$ cat src/bvc_defines.svh
// Offsets, field positions, reset values and counts of the capture block
// Assumes a 32-bit register port addressed by byte, one word per register
`ifndef BVC_DEFINES_SVH
`define BVC_DEFINES_SVH

// Register port
`define BVC_ADDR_W 4
`define BVC_DATA_W 32
`define BVC_OFS_VECTOR 4'h0
`define BVC_OFS_PCICTL 4'h4
`define BVC_OFS_STATUS 4'h8

// Vector field positions
`define BVC_VEC_W 16
`define BVC_F_PLL_HI 2
`define BVC_F_PLL_LO 0
`define BVC_F_ENDIAN 3
`define BVC_F_WIDTH_HI 6
`define BVC_F_WIDTH_LO 5
`define BVC_F_RSTMODE 7
`define BVC_F_WDT 8
`define BVC_F_PCI_HI 11
`define BVC_F_PCI_LO 9

// Control and status bits
`define BVC_F_PCI_EN 0
`define BVC_F_ST_DONE 0
`define BVC_F_ST_WARM 1
`define BVC_F_ST_RSVD 2

// Reset values
`define BVC_VECTOR_RST 16'h0000
`define BVC_PCI_EN_RST 1'b0
`define BVC_RDATA_RST 32'h0000_0000

// Warm reset drive length in mclk cycles
`define BVC_WARM_CYCLES 4096

`endif

$ cat src/bvc_pkg.sv
// Types of the boot vector capture block
// Assumes bvc_defines.svh is on the include path
`default_nettype none

package bvc_pkg;

   typedef enum logic [2:0] {
      BVC_PCI_OFF = 3'h0,
      BVC_PCI_SAT_NRDY = 3'h1,
      BVC_PCI_SAT_SUSP = 3'h2,
      BVC_PCI_HOST_EXT = 3'h3,
      BVC_PCI_HOST_FIX = 3'h4,
      BVC_PCI_HOST_RR = 3'h5,
      BVC_PCI_RSVD6 = 3'h6,
      BVC_PCI_RSVD7 = 3'h7
   } bvc_pci_mode_t;

   typedef struct packed {
      logic [2:0] pll_mult;
      logic big_endian;
      logic [1:0] dev_width;
      logic reset_mode;
      logic wdt_disable;
      bvc_pci_mode_t pci_mode;
   } bvc_cfg_t;

   typedef enum logic [2:0] {
      BVC_ST_CAPTURE = 3'b001,
      BVC_ST_WARM = 3'b010,
      BVC_ST_RUN = 3'b100
   } bvc_state_t;

endpackage : bvc_pkg

`default_nettype wire

$ cat src/bvc_capture.sv
// Boot vector capture, decode and register port
// Assumes straps on the data pins are stable up to the first enabled mclk edge after reset_n rises
//
// Operation
// - Sample the vector at cold reset, settings govern once reset ends.
// - Bits 2:0 pick the CPU clock multiplier; only code 0 is defined.
// - Bit 3 selects byte order, 0 little, 1 big endian.
// - Bit 4 has no function and is kept readable in the vector field.
// - Bits 6:5 give boot device width 8, 16, 32; code 3 reserved.
// - Bit 7 picks warm reset length; 0 drives it 4096 cycles or more. The code drives WARM_CYCLES for either value and flags 1 as reserved.
// - Bit 8 set disables the watchdog after cold reset.
// - Bits 11:9 select PCI mode; codes 6 and 7 reserved.
// - PCI enable resets to one for satellite modes, else zero.
// - Bits 15:12 have no function and are kept readable.
//
// Local design decisions: the register addresses and the strobed register port.
`timescale 1ns/100ps
`default_nettype none
`include "bvc_defines.svh"

module bvc_capture
   import bvc_pkg::*;
#(
   parameter int WARM_CYCLES = `BVC_WARM_CYCLES
) (
   // Clock, cold reset, enable
   input wire logic mclk,
   input wire logic reset_n,
   input wire logic clk_en,
   // Strap pins
   input wire logic [`BVC_VEC_W-1:0] memory_data_pins,
   // Warm reset pin
   input wire logic warm_reset_pin_in_n,
   output logic warm_reset_pin_out_n,
   output logic warm_reset_pin_oe,
   // Register port
   input wire logic [`BVC_ADDR_W-1:0] reg_addr,
   input wire logic [`BVC_DATA_W-1:0] reg_wdata,
   input wire logic reg_wr,
   input wire logic reg_rd,
   output logic [`BVC_DATA_W-1:0] reg_rdata,
   // Decoded settings
   output bvc_cfg_t cfg_out,
   output logic cfg_valid,
   output logic cfg_reserved,
   output logic pci_enable
);

   localparam int CNT_W = $clog2(WARM_CYCLES + 1);

   generate
      if (WARM_CYCLES < 1) begin : g_bad_cycles
         $error("WARM_CYCLES must be at least one");
      end
      if (`BVC_DATA_W < `BVC_VEC_W) begin : g_bad_width
         $error("Register word narrower than the vector");
      end
   endgenerate

   // Enable initial value from the PCI mode
   function automatic logic pci_en_init(input bvc_pci_mode_t m);
      logic r;
      r = `BVC_PCI_EN_RST;
      if (m == BVC_PCI_SAT_NRDY || m == BVC_PCI_SAT_SUSP) begin
         r = 1'b1;
      end
      return r;
   endfunction : pci_en_init

   // Vector split into fields
   function automatic bvc_cfg_t decode(input logic [`BVC_VEC_W-1:0] v);
      bvc_cfg_t c;
      c.pll_mult = v[`BVC_F_PLL_HI:`BVC_F_PLL_LO];
      c.big_endian = v[`BVC_F_ENDIAN];
      c.dev_width = v[`BVC_F_WIDTH_HI:`BVC_F_WIDTH_LO];
      c.reset_mode = v[`BVC_F_RSTMODE];
      c.wdt_disable = v[`BVC_F_WDT];
      c.pci_mode = bvc_pci_mode_t'(v[`BVC_F_PCI_HI:`BVC_F_PCI_LO]);
      return c;
   endfunction : decode

   bvc_state_t state_reg;
   logic [`BVC_VEC_W-1:0] vec_reg;
   bvc_cfg_t cfg_reg;
   logic rsvd_reg;
   logic pci_en_reg;
   logic [CNT_W-1:0] warm_cnt_reg;
   logic [`BVC_DATA_W-1:0] rdata_reg;
   bvc_cfg_t cfg_next;
   logic rsvd_next;
   logic capture;
   logic captured;
   logic warm_in_low;

   assign capture = clk_en && (state_reg == BVC_ST_CAPTURE);
   assign captured = (state_reg != BVC_ST_CAPTURE);
   assign warm_in_low = !warm_reset_pin_in_n && !warm_reset_pin_oe;
   assign cfg_next = decode(memory_data_pins);

   // Reserved codes seen on the straps
   always_comb begin
      rsvd_next = 1'b0;
      if (cfg_next.pll_mult != 3'h0) begin
         rsvd_next = 1'b1;
      end
      if (cfg_next.dev_width == 2'h3) begin
         rsvd_next = 1'b1;
      end
      if (cfg_next.reset_mode) begin
         rsvd_next = 1'b1;
      end
      if (cfg_next.pci_mode == BVC_PCI_RSVD6 ||
          cfg_next.pci_mode == BVC_PCI_RSVD7) begin
         rsvd_next = 1'b1;
      end
   end

   // Sequencer: capture, warm reset drive, run
   always_ff @(posedge mclk or negedge reset_n) begin
      if (!reset_n) begin
         state_reg <= BVC_ST_CAPTURE;
      end else if (clk_en) begin
         case (state_reg)
            BVC_ST_CAPTURE: begin
               state_reg <= BVC_ST_WARM;
            end
            BVC_ST_WARM: begin
               if (warm_cnt_reg == CNT_W'(WARM_CYCLES - 1)) begin
                  state_reg <= BVC_ST_RUN;
               end
            end
            BVC_ST_RUN: begin
               state_reg <= BVC_ST_RUN;
            end
            default: begin
               state_reg <= BVC_ST_CAPTURE;
            end
         endcase
      end
   end

   // Vector latch at first enabled edge after release, kept until cold reset
   always_ff @(posedge mclk or negedge reset_n) begin
      if (!reset_n) begin
         vec_reg <= `BVC_VECTOR_RST;
         cfg_reg <= '0;
         rsvd_reg <= 1'b0;
      end else if (capture) begin
         vec_reg <= memory_data_pins;
         cfg_reg <= cfg_next;
         rsvd_reg <= rsvd_next;
      end
   end

   // Warm reset drive length
   always_ff @(posedge mclk or negedge reset_n) begin
      if (!reset_n) begin
         warm_cnt_reg <= '0;
      end else if (clk_en && state_reg == BVC_ST_WARM) begin
         warm_cnt_reg <= warm_cnt_reg + CNT_W'(1);
      end
   end

   // PCI enable: strap default, software writable, reload on warm reset
   always_ff @(posedge mclk or negedge reset_n) begin
      if (!reset_n) begin
         pci_en_reg <= `BVC_PCI_EN_RST;
      end else if (clk_en) begin
         if (capture) begin
            pci_en_reg <= pci_en_init(cfg_next.pci_mode);
         end else if (warm_in_low) begin
            pci_en_reg <= pci_en_init(cfg_reg.pci_mode);
         end else if (reg_wr && reg_addr == `BVC_OFS_PCICTL) begin
            pci_en_reg <= reg_wdata[`BVC_F_PCI_EN];
         end
      end
   end

   // Read data, one cycle after the strobe
   always_ff @(posedge mclk or negedge reset_n) begin
      if (!reset_n) begin
         rdata_reg <= `BVC_RDATA_RST;
      end else if (clk_en) begin
         rdata_reg <= `BVC_RDATA_RST;
         if (reg_rd) begin
            case (reg_addr)
               `BVC_OFS_VECTOR: begin
                  rdata_reg[`BVC_VEC_W-1:0] <= vec_reg;
               end
               `BVC_OFS_PCICTL: begin
                  rdata_reg[`BVC_F_PCI_EN] <= pci_en_reg;
               end
               `BVC_OFS_STATUS: begin
                  rdata_reg[`BVC_F_ST_DONE] <= captured;
                  rdata_reg[`BVC_F_ST_WARM] <= warm_reset_pin_oe;
                  rdata_reg[`BVC_F_ST_RSVD] <= rsvd_reg;
               end
               default: begin
                  rdata_reg <= `BVC_RDATA_RST;
               end
            endcase
         end
      end
   end

   assign reg_rdata = rdata_reg;
   assign cfg_out = cfg_reg;
   assign cfg_valid = captured;
   assign cfg_reserved = rsvd_reg;
   assign pci_enable = pci_en_reg;
   assign warm_reset_pin_oe = (state_reg == BVC_ST_WARM);
   assign warm_reset_pin_out_n = 1'b0;

   // Enabled cycles of warm drive
   int unsigned oe_len;
   always_ff @(posedge mclk or negedge reset_n) begin
      if (!reset_n) begin
         oe_len <= 0;
      end else if (warm_reset_pin_oe) begin
         if (clk_en) begin
            oe_len <= oe_len + 1;
         end
      end else begin
         oe_len <= 0;
      end
   end
endmodule : bvc_capture

`default_nettype wire

$ cat config.mk
export PLATFORM = sky130hd
export DESIGN_NAME = bvc_capture
export DESIGN_NICKNAME = d
export VERILOG_FILES = /design/src/bvc_pkg.sv /design/src/bvc_capture.sv
export VERILOG_INCLUDE_DIRS = /design/src
export SDC_FILE = /design/constraint.sdc
export NUM_CORES = 1
export LEC_CHECK = 0
export ABC_CLOCK_PERIOD_IN_PS = 1600
export BUFFER_PORTS_ARGS = -buffer_cell sky130_fd_sc_hd__buf_4
export CORE_MARGIN = 3
export CORE_UTILIZATION = 44
export CTS_BUF_LIST = sky130_fd_sc_hd__clkbuf_4 sky130_fd_sc_hd__clkbuf_8
export DETAILED_ROUTE_END_ITERATION = 10
export PLACE_DENSITY = 0.82
export RECOVER_POWER = 50
export SLEW_MARGIN = 20
export SYNTH_ARGS = -nofsm -noshare
export SYNTH_HDL_FRONTEND = slang
export SYNTH_SLANG_ARGS = --single-unit
$ cat constraint.sdc
create_clock -name mclk -period 1.6 [get_ports mclk]
set_clock_uncertainty 0.05 [all_clocks]
set_input_delay 0.24 -clock mclk [delete_from_list [all_inputs] [get_ports mclk]]
set_output_delay 0.24 -clock mclk [all_outputs]
set_load 0.1 [all_outputs]
# Word level (Yosys, flattened, before mapping)
# Index checks and enable logic that the tools add are counted.
# Widths: inputs -> output; s select.
# word_totals
reg_bits	77
in_bits	58
elab_cells	57
# classes
n_addsub	1
eq_ne	15
n_mux	15
reduce_logical	14
# ops
op	n
$mux 16	1
$add 13x1->13 const B	1
$eq 13x12->1 const B	1
$mux 13	1
$eq 3x1->1 const B	3
$eq 3x2->1 const B	3
$eq 3x3->1 const B	3
$mux 1	9
$pmux 3 s3	1
$reduce_bool 3->1	2
$eq 4x3->1 const B	1
$eq 4x4->1 const B	1
$logic_and 1x1->1	4
$logic_not 4->1	1
$pmux 2 s2	1
$reduce_and 2->1	2
$logic_or 1x1->1	3
$mux 3	1
$ne 3x1->1 const B	1
$pmux 1 s3	1
$eq 2x2->1 const B	1
$logic_not 1->1	2
$ne 2x1->1 const B	1

# Logic depth before layout (Yosys ltp)
# Gate-level depths: netlist of the first run.
# logic_depth
ltp_word	5
mapped_depth	7
depth_no_buf	5

# Worst setup path before layout of the first run
# No wires, ideal clock.
# synth_path
path_kind	register to register
startpoint	register state_reg[0]
endpoint	register pci_en_reg (netlist: pci_enable)
setup_time_ns	0.131
arrival_time_ns	2.345
setup_slack_ns	-0.926
path_stages_with_launch	6
synth_period_minus_slack_ns	2.526
cell_sequence	dfstp_2 -> buf_4 -> nor3b_2 -> nor4_1 -> o41ai_1 -> a2bb2oi_1
# synth_via
elab_chain_cells	5
# synth_lines
element	line_no	text
start: declaration	bvc_capture.sv:82	bvc_state_t state_reg;
start signal: assignment	bvc_capture.sv:121	state_reg <= BVC_ST_CAPTURE;
start signal: assignment	bvc_capture.sv:125	state_reg <= BVC_ST_WARM;
start signal: assignment	bvc_capture.sv:129	state_reg <= BVC_ST_RUN;
$eq 3x2->1 *	bvc_capture.sv:211	assign warm_reset_pin_oe = (state_reg == BVC_ST_WARM);
named net warm_reset_pin_oe	bvc_capture.sv:35	output logic warm_reset_pin_oe,
$logic_not 1->1 *	bvc_capture.sv:97	assign warm_in_low = !warm_reset_pin_in_n && !warm_reset_pin_oe;
$logic_and 1x1->1 *	bvc_capture.sv:97	
$reduce_bool 3->1 (no line) / $mux 1 (equally long branches)	-	
$reduce_and 2->1 (no line) / $mux 1 (equally long branches)	-	
end signal: assignment	bvc_capture.sv:167	pci_en_reg <= `BVC_PCI_EN_RST;
end signal: assignment	bvc_capture.sv:170	pci_en_reg <= pci_en_init(cfg_next.pci_mode);
end signal: assignment	bvc_capture.sv:172	pci_en_reg <= pci_en_init(cfg_reg.pci_mode);
end: declaration	bvc_capture.sv:86	logic pci_en_reg;
# Mark *: on every way through the listed nets, which the timed path passes. The rest lies on a longest branch.
# A chain may end at the register's enable or synchronous reset.

# Final worst setup path of the first run
# layout_path
startpoint	register state_reg[0]
endpoint	output port cfg_valid
# layout_via
elab_chain_cells	1
# layout_lines
element	line_no	text
$ne 3x1->1	bvc_capture.sv:96	assign captured = (state_reg != BVC_ST_CAPTURE);
end: declaration	bvc_capture.sv:44	output logic cfg_valid,
# No other way between the ends.

==> results of run 1 <==
## critical path, delay by kind of cell, from the launching register on
family,cells,cell delay [ns]
buf+inv,3,0.32
simple gates,1,0.25
flops,1,0.54
## stage by stage
step / power (mW) / setup slack (ns) / hold slack, ns / std cells / cell area [sq um]
finish: 6.235 / -0.1123 / 0.1035 / 335 / 3132
global route: 6.518 / -0.1634 / 0.08693 / 335 / 3132
CTS: 6.212 / -0.1007 / 0.09447 / 332 / 3107
detailed placement: 5.032 / -0.02020 / 0.2513 / 322 / 2893
global placement: 4.975 / 0.003491 / 0.2487 / 322 / 2893
floorplan: 4.531 / -0.4624 / -0.1056 / 213 / 2491
## synthesized netlist by cell type (all sizes together)
cell | n | area, sq um
mux2 | 16 | 206.5
xor2 | 5 | 43.79
nand4bb | 1 | 11.26
clkbuf | 2 | 7.510
nand3 | 3 | 20.02
xnor2 | 9 | 78.83
conb | 1 | 3.750
nand2 | 7 | 26.28
nor4 | 4 | 31.28
o41ai | 1 | 8.760
a31oi | 1 | 6.260
a211oi | 1 | 7.510
and3 | 1 | 6.260
or4 | 1 | 7.510
a2bb2oi | 2 | 17.52
ha | 1 | 12.51
o2bb2ai | 2 | 17.52
dfrtp | 49 | 1226
nor3b | 2 | 25.02
nand2b | 2 | 12.51
o21a | 1 | 7.510
buf | 32 | 247.7
nor3 | 3 | 15.01
a21oi | 6 | 30.03
a221oi | 1 | 8.760
nand4 | 4 | 25.02
inv | 4 | 15.02
nand4b | 1 | 8.760
nor2 | 9 | 50.05
o21ai | 2 | 10.01
dfstp | 1 | 26.28
and4 | 1 | 8.760
a211o | 1 | 8.760
mux2i | 2 | 20.02
and4bb | 1 | 12.51
nor4b | 1 | 8.760
nand3b | 2 | 15.01
a22o | 14 | 122.6
## path summary, 6_finish.rpt
path | startpoint | to | slack (ns) | depth (start not counted)
max | state_reg[0] | cfg_valid | -0.11 | 4
min reg2reg | warm_cnt_reg[10] | warm_cnt_reg[10] | 0.42 | 1
max in group asynchronous | reset_n | state_reg[2] | 0.56 | 2
max reg2reg | state_reg[0] | vec_reg[0] | -0.09 | 6
min | memory_data_pins[4] | vec_reg[4] | 0.10 | 2
min in group asynchronous | reset_n | warm_cnt_reg[6] | 0.47 | 2
## logic make-up (layout without fill, tap and decap cells)
family	Yosys count	after routing	share of synthesized area, %
other cells	1	17	0.1551
flops	50	50	51.81
fa+ha+maj	1	1	0.5175
xor+xnor	14	14	5.073
mux	18	18	9.369
buf+inv	38	90	11.18
simple gates	43	43	11.75
compound gates	32	32	10.15
## metal layers
layer  global-route usage (%)  wire length (um)
met4                    5.405                72
met1                    23.90              2315
met2                    27.81              2456
met5                        0                 0
met3                    3.812               301
## final cells by class
type / count / area [sq um]
Tap cell: 70 / 87.58
Timing Repair Buffer: 78 / 641.9
Clock buffer: 5 / 68.82
Inverter: 4 / 17.52
Clock inverter: 3 / 47.55
Fill cell: 423 / 2073
Sequential cell: 50 / 1254
Multi-Input combinational cell: 125 / 1015
## where the power goes
part	internal, mW	total, mW	switching, mW	leakage, nW
sequential	1.58	1.86	0.272	0.637
clock	0.477	0.915	0.438	0.0591
combinational	1.18	3.46	2.28	0.836
## repair_timing
action,CTS,global route
pin swaps,0,1
resized for setup,19,1
hold endpoints to repair,49,0
hold buffers,1,0
endpoints found under the setup margin,11,20
setup buffers,1,3
==> qor.yml, run 1 <==
status: "finished, violations left"
violations: "negative setup slack"
antenna_found_initial: 0
grt_first_pass_wirelength_um: 8659
cts_buffer_depth: 2
first_pass_iters: 4
cts_sinks: 50
path_cells: "nor3b_4 -> inv_4 -> buf_6 -> buf_12"
worstPathRequired_ns: 1.31
yosysUniqueCellTypes: 45
drc: 0
tns_ns: -1.456
worstPathArrival_ns: 1.42
num_vias: 1677
syn_to_final_growth_pct: 29.55
rsz0062_at_grt: "yes"
netlist_instances: 197
root_buffer: "clkbuf_8"
grt-ovfl-total: 0
ir_drop_uv: 1415
avgSynthCellArea_sq_um: 12.27
ant_nets: 0
slew_viol_final: 0
hold_class: "input port to register"
clkTransAtPathRegs_ns: 0.10
setup_slack_ns: -0.1123
critical_path_class: "register to primary output"
vias_per_cell: 5.006
dp_hpwl_um: 3653
core_area_sq_um: 5205
synthesis.area_sq_um: 2417
tritoncts: "done"
cellPowerDensity_nw_per_um2: 1991
drv_cap: 0
max_freq_ghz: 0.5840
port_buffers: 57
layout_min_cycle_time_ns: 1.712
h-tree-depth: 2
num_rows: 26
initial_core_util_pct: 46.44
grt_util_all_layers_pct: 17.51
cts_buffers: 5
globalplace.congestion: 0.7999
synth_seq_area_share_pct: 51.81
yosys_warnings: 0
ys_ff_latch: 50
utilization_pct: 60.17
final_cell_mix: "buf_4, dfrtp_1, conb_1, mux2_4, a22o_1"
setup_viol: 19
drt_iter0_markers: 114
cp-start-kind: "register"
routed_wl_um: 5146
worstMarginPinSlew_ns: 0.6700
grt_max_degree: 51
leakage_nw: 1.532
worstSetupEndpointType: "primary output"
dieWidth_um: 80.12
max_stage_delay_ns: 0.54
n_antenna_cell: 0
cp_max_fo: 2
die_area_sq_um: 6419
first_global_vias: 1722
final_common_cell: "buf_4"
finalHoldViolCount: 0
fp.dieH_um: 80.12
period_share_pct: 107.0
finalNetCount: 323
clock_latency_ns: 0.31
routedWlPerCell_um: 15.36
critical-path-slowest-cell: "dfstp_2"
slew_headroom_pct: 55.33
ios: 106
layout-drive-gt1-share_pct: 42.26
Note: power is estimated with default switching activity, not from simulation.
==> inputs of run 2 (changes only) <==
Settings changed: ABC_AREA set to 1, CORE_UTILIZATION 44 to 45.
==> run 2 against run 1 <==
The run now ends clean. Global-route usage fell by 0.62 points. Highest routed layer unchanged. Non-clock buffer count is 14 lower. Via count is 22% higher. Setup slack gained 0.18 ns. Area after synthesis rose by 8.7%. Register-to-register slack gained 0.23 ns. Maximum frequency rose by 12%. Wire length rose by 4.3%. Synthesized cell count rose by 54%. Critical path depth stayed put. Final cell count increased by 28%. Clock power is 12% lower.
==> qor.yml, run 2 <==
synthArstFlopShare_pct: 100.0  # unchanged
routedWlPerCell_um: 12.54  # -18%
grt_util_all_layers_pct: 16.89  # -0.62 points
path_cells: "inv_2 -> nand3_4 -> inv_4 -> buf_12"
h-tree-depth: 2  # unchanged
grt_max_degree: 51  # unchanged
die_area_sq_um: 6791  # +5.8%
cts_sinks: 50  # unchanged
cellPowerDensity_nw_per_um2: 1770  # -11%
layout-drive-gt1-share_pct: 27.53  # -15 points
tritoncts: "done"
clkTransAtPathRegs_ns: 0.10  # about the same
n_antenna_cell: 0  # unchanged
crit_buf_inv: 3  # unchanged
ys_top_cells_by_count: "nand2_1, dfrtp_1, buf_4, inv_1"
netlist_top_cells_area: "dfrtp_1, nand2_1, buf_4"
first_global_vias: 1918  # +11%
drv_cap: 0  # unchanged
yosys_warnings: 0  # unchanged
cts_buffers: 5  # unchanged
dp_hpwl_um: 3934  # +7.7%
avgSynthCellArea_sq_um: 8.672  # -29%
num_vias: 2045  # +22%
status: "finished clean"
dieWidth_um: 82.41  # +2.9%
first_pass_iters: 4  # unchanged
leakage_nw: 1.608  # +5.0%
finalHoldViolCount: 0  # unchanged
cp_max_fo: 4  # +2
ios: 106  # unchanged
stdcell_area_sq_um: 3108  # -0.76%
critical_path_class: "register to primary output"
utilization_pct: 55.76  # -4.4 points
yosysTopAreaCellShare_pct: 46.67  # -4.1 points
rsz0062_at_grt: "no"
layout_min_cycle_time_ns: 1.535  # -0.1774 ns
final_cell_mix: "nand2_1, buf_4, dfrtp_1, inv_1, conb_1"
setup_viol: 0  # -19
worstSetupEndpointType: "primary output"
synth_area_leader_cell: "dfrtp_1"
hold_class: "input port to register"
initial_core_util_pct: 47.14  # +0.70 points
finalPower_mw: 5.502  # -12%
routed_wl_um: 5366  # +4.3%
clock_latency_ns: 0.31  # about the same
worstPathArrival_ns: 1.24  # -0.18 ns
cts_buffer_depth: 2  # unchanged
globalplace.congestion: 0.7954  # -0.56%
period_share_pct: 95.93  # -11 points
core_area_sq_um: 5574  # +7.1%
root_buffer: "clkbuf_8"
tns_ns: 0  # +1.456 ns
num_rows: 27  # +3.8%
max_stage_delay_ns: 0.57  # +0.03 ns
syn_to_final_growth_pct: 18.29
netlist_instances: 303  # +54%
synth-edff-count: 0  # unchanged
grt_first_pass_wirelength_um: 8852  # +2.2%
ir_drop_uv: 1328  # -6.2%
finalNetCount: 414  # +28%
ant_nets: 0  # unchanged
crit_family: "flip-flops"
antenna_found_initial: 0  # unchanged
ys.flop_type: "dfrtp_1"
cp-start-kind: "register"
slew_viol_final: 0  # unchanged
worstPathRequired_ns: 1.31  # about the same
max_freq_ghz: 0.6515  # +12%
drt_iter0_markers: 119  # +4.4%
worstMarginPinSlew_ns: 0.8252  # +0.1552 ns
vias_per_cell: 4.778  # -4.6%
synth_seq_area_share_pct: 47.67  # -4.1 points
critical-path-slowest-cell: "dfstp_2"
slew_headroom_pct: 44.98  # -10 points
postPlaceCellArea_sq_um: 2978  # +2.9%
synthMostInstantiatedCell: "nand2_1"
final_common_cell: "nand2_1"
port_buffers: 57  # unchanged
drc: 0  # unchanged
ys_ff_latch: 50  # unchanged
yosysUniqueCellTypes: 30  # -33%
grt-ovfl-total: 0  # unchanged
fp.dieH_um: 82.41  # +2.9%
synthesis.area_sq_um: 2628  # +8.7%
run 2: changes by cell type after synthesis, moves of 4 or more:
cell	previous run	this run
xnor2_1	9	3
inv_1	2	27
nand3_1	2	16
nor2_1	8	16
inv_2	2	7
o21ai_1	0	14
a22o_1	14	0
nand2_1	7	93
a21oi_1	6	2
mux2_2	9	0
o31ai_2	0	10
mux2_4	7	0
run 2: cell families after synthesis:
kind of cell	synth area share [%]
fa+ha+maj	0.4761
simple gates	24.57
xor+xnor	2.667
flops	47.67
compound gates	9.286
other cells	0.1427
buf+inv	15.19
run 2: path summary, 6_finish.rpt:
kind | cells after the start | slack (ns) | start | endpoint
max | 4 | 0.07 | state_reg[0] | warm_reset_pin_oe
min | 3 | 0.08 | memory_data_pins[3] | vec_reg[3]
max reg2reg | 9 | 0.14 | state_reg[2] | warm_cnt_reg[9]
min reg2reg | 2 | 0.44 | vec_reg[4] | vec_reg[4]
max in group asynchronous | 2 | 0.56 | reset_n | reg_rdata[10]
min in group asynchronous | 2 | 0.50 | reset_n | warm_cnt_reg[6]
run 2: worst register-to-register path: cells and delay by family, from the launching register on:
| kind | cells | cell delay [ns] |
|---|---|---|
| buffers and inverters | 2 | 0.28 |
| and+or+nand+nor | 7 | 0.61 |
| DFF | 1 | 0.41 |
run 2: what timing repair did:
action / in CTS / in global routing
setup buffers: 0 / 3
resized for setup: 2 / 1
endpoints found under the hold margin: 49 / 0
setup endpoints to repair: 1 / 1
hold buffers: 1 / 0
run 2: area by class of cell:
class,instances,area [sq um]
clock buffer,6,82.58
timing repair buffer,64,504.2
tap,72,90.09
sequential,50,1252
multi-input combinational,199,1026
fill,502,2466
clock inverter,2,16.27
inverter,35,136.4
run 2: power breakdown:
part / total (mW) / leakage, nW / internal (mW) / switching, mW
registers: 1.81 / 0.644 / 1.59 / 0.225
clock network: 0.802 / 0.0478 / 0.357 / 0.445
logic: 2.89 / 0.916 / 0.640 / 2.25
run 2: layer usage:
metal	track usage, %	share of wire, %
met1	22.08	43
met2	27.80	49
met3	4.881	7.6
met4	3.654	0.89
met5	0	0
run 2: through the flow:
step	instances	setup slack, ns	hold slack (ns)
2_1_floorplan	319	0.02474	-0.1056
6_report	428	0.06511	0.07858
3_3_place_gp	416	0.2111	0.2496
5_1_grt	428	0.002753	0.07464
4_1_cts	425	0.004398	0.07518
3_5_place_dp	416	0.1957	0.2533
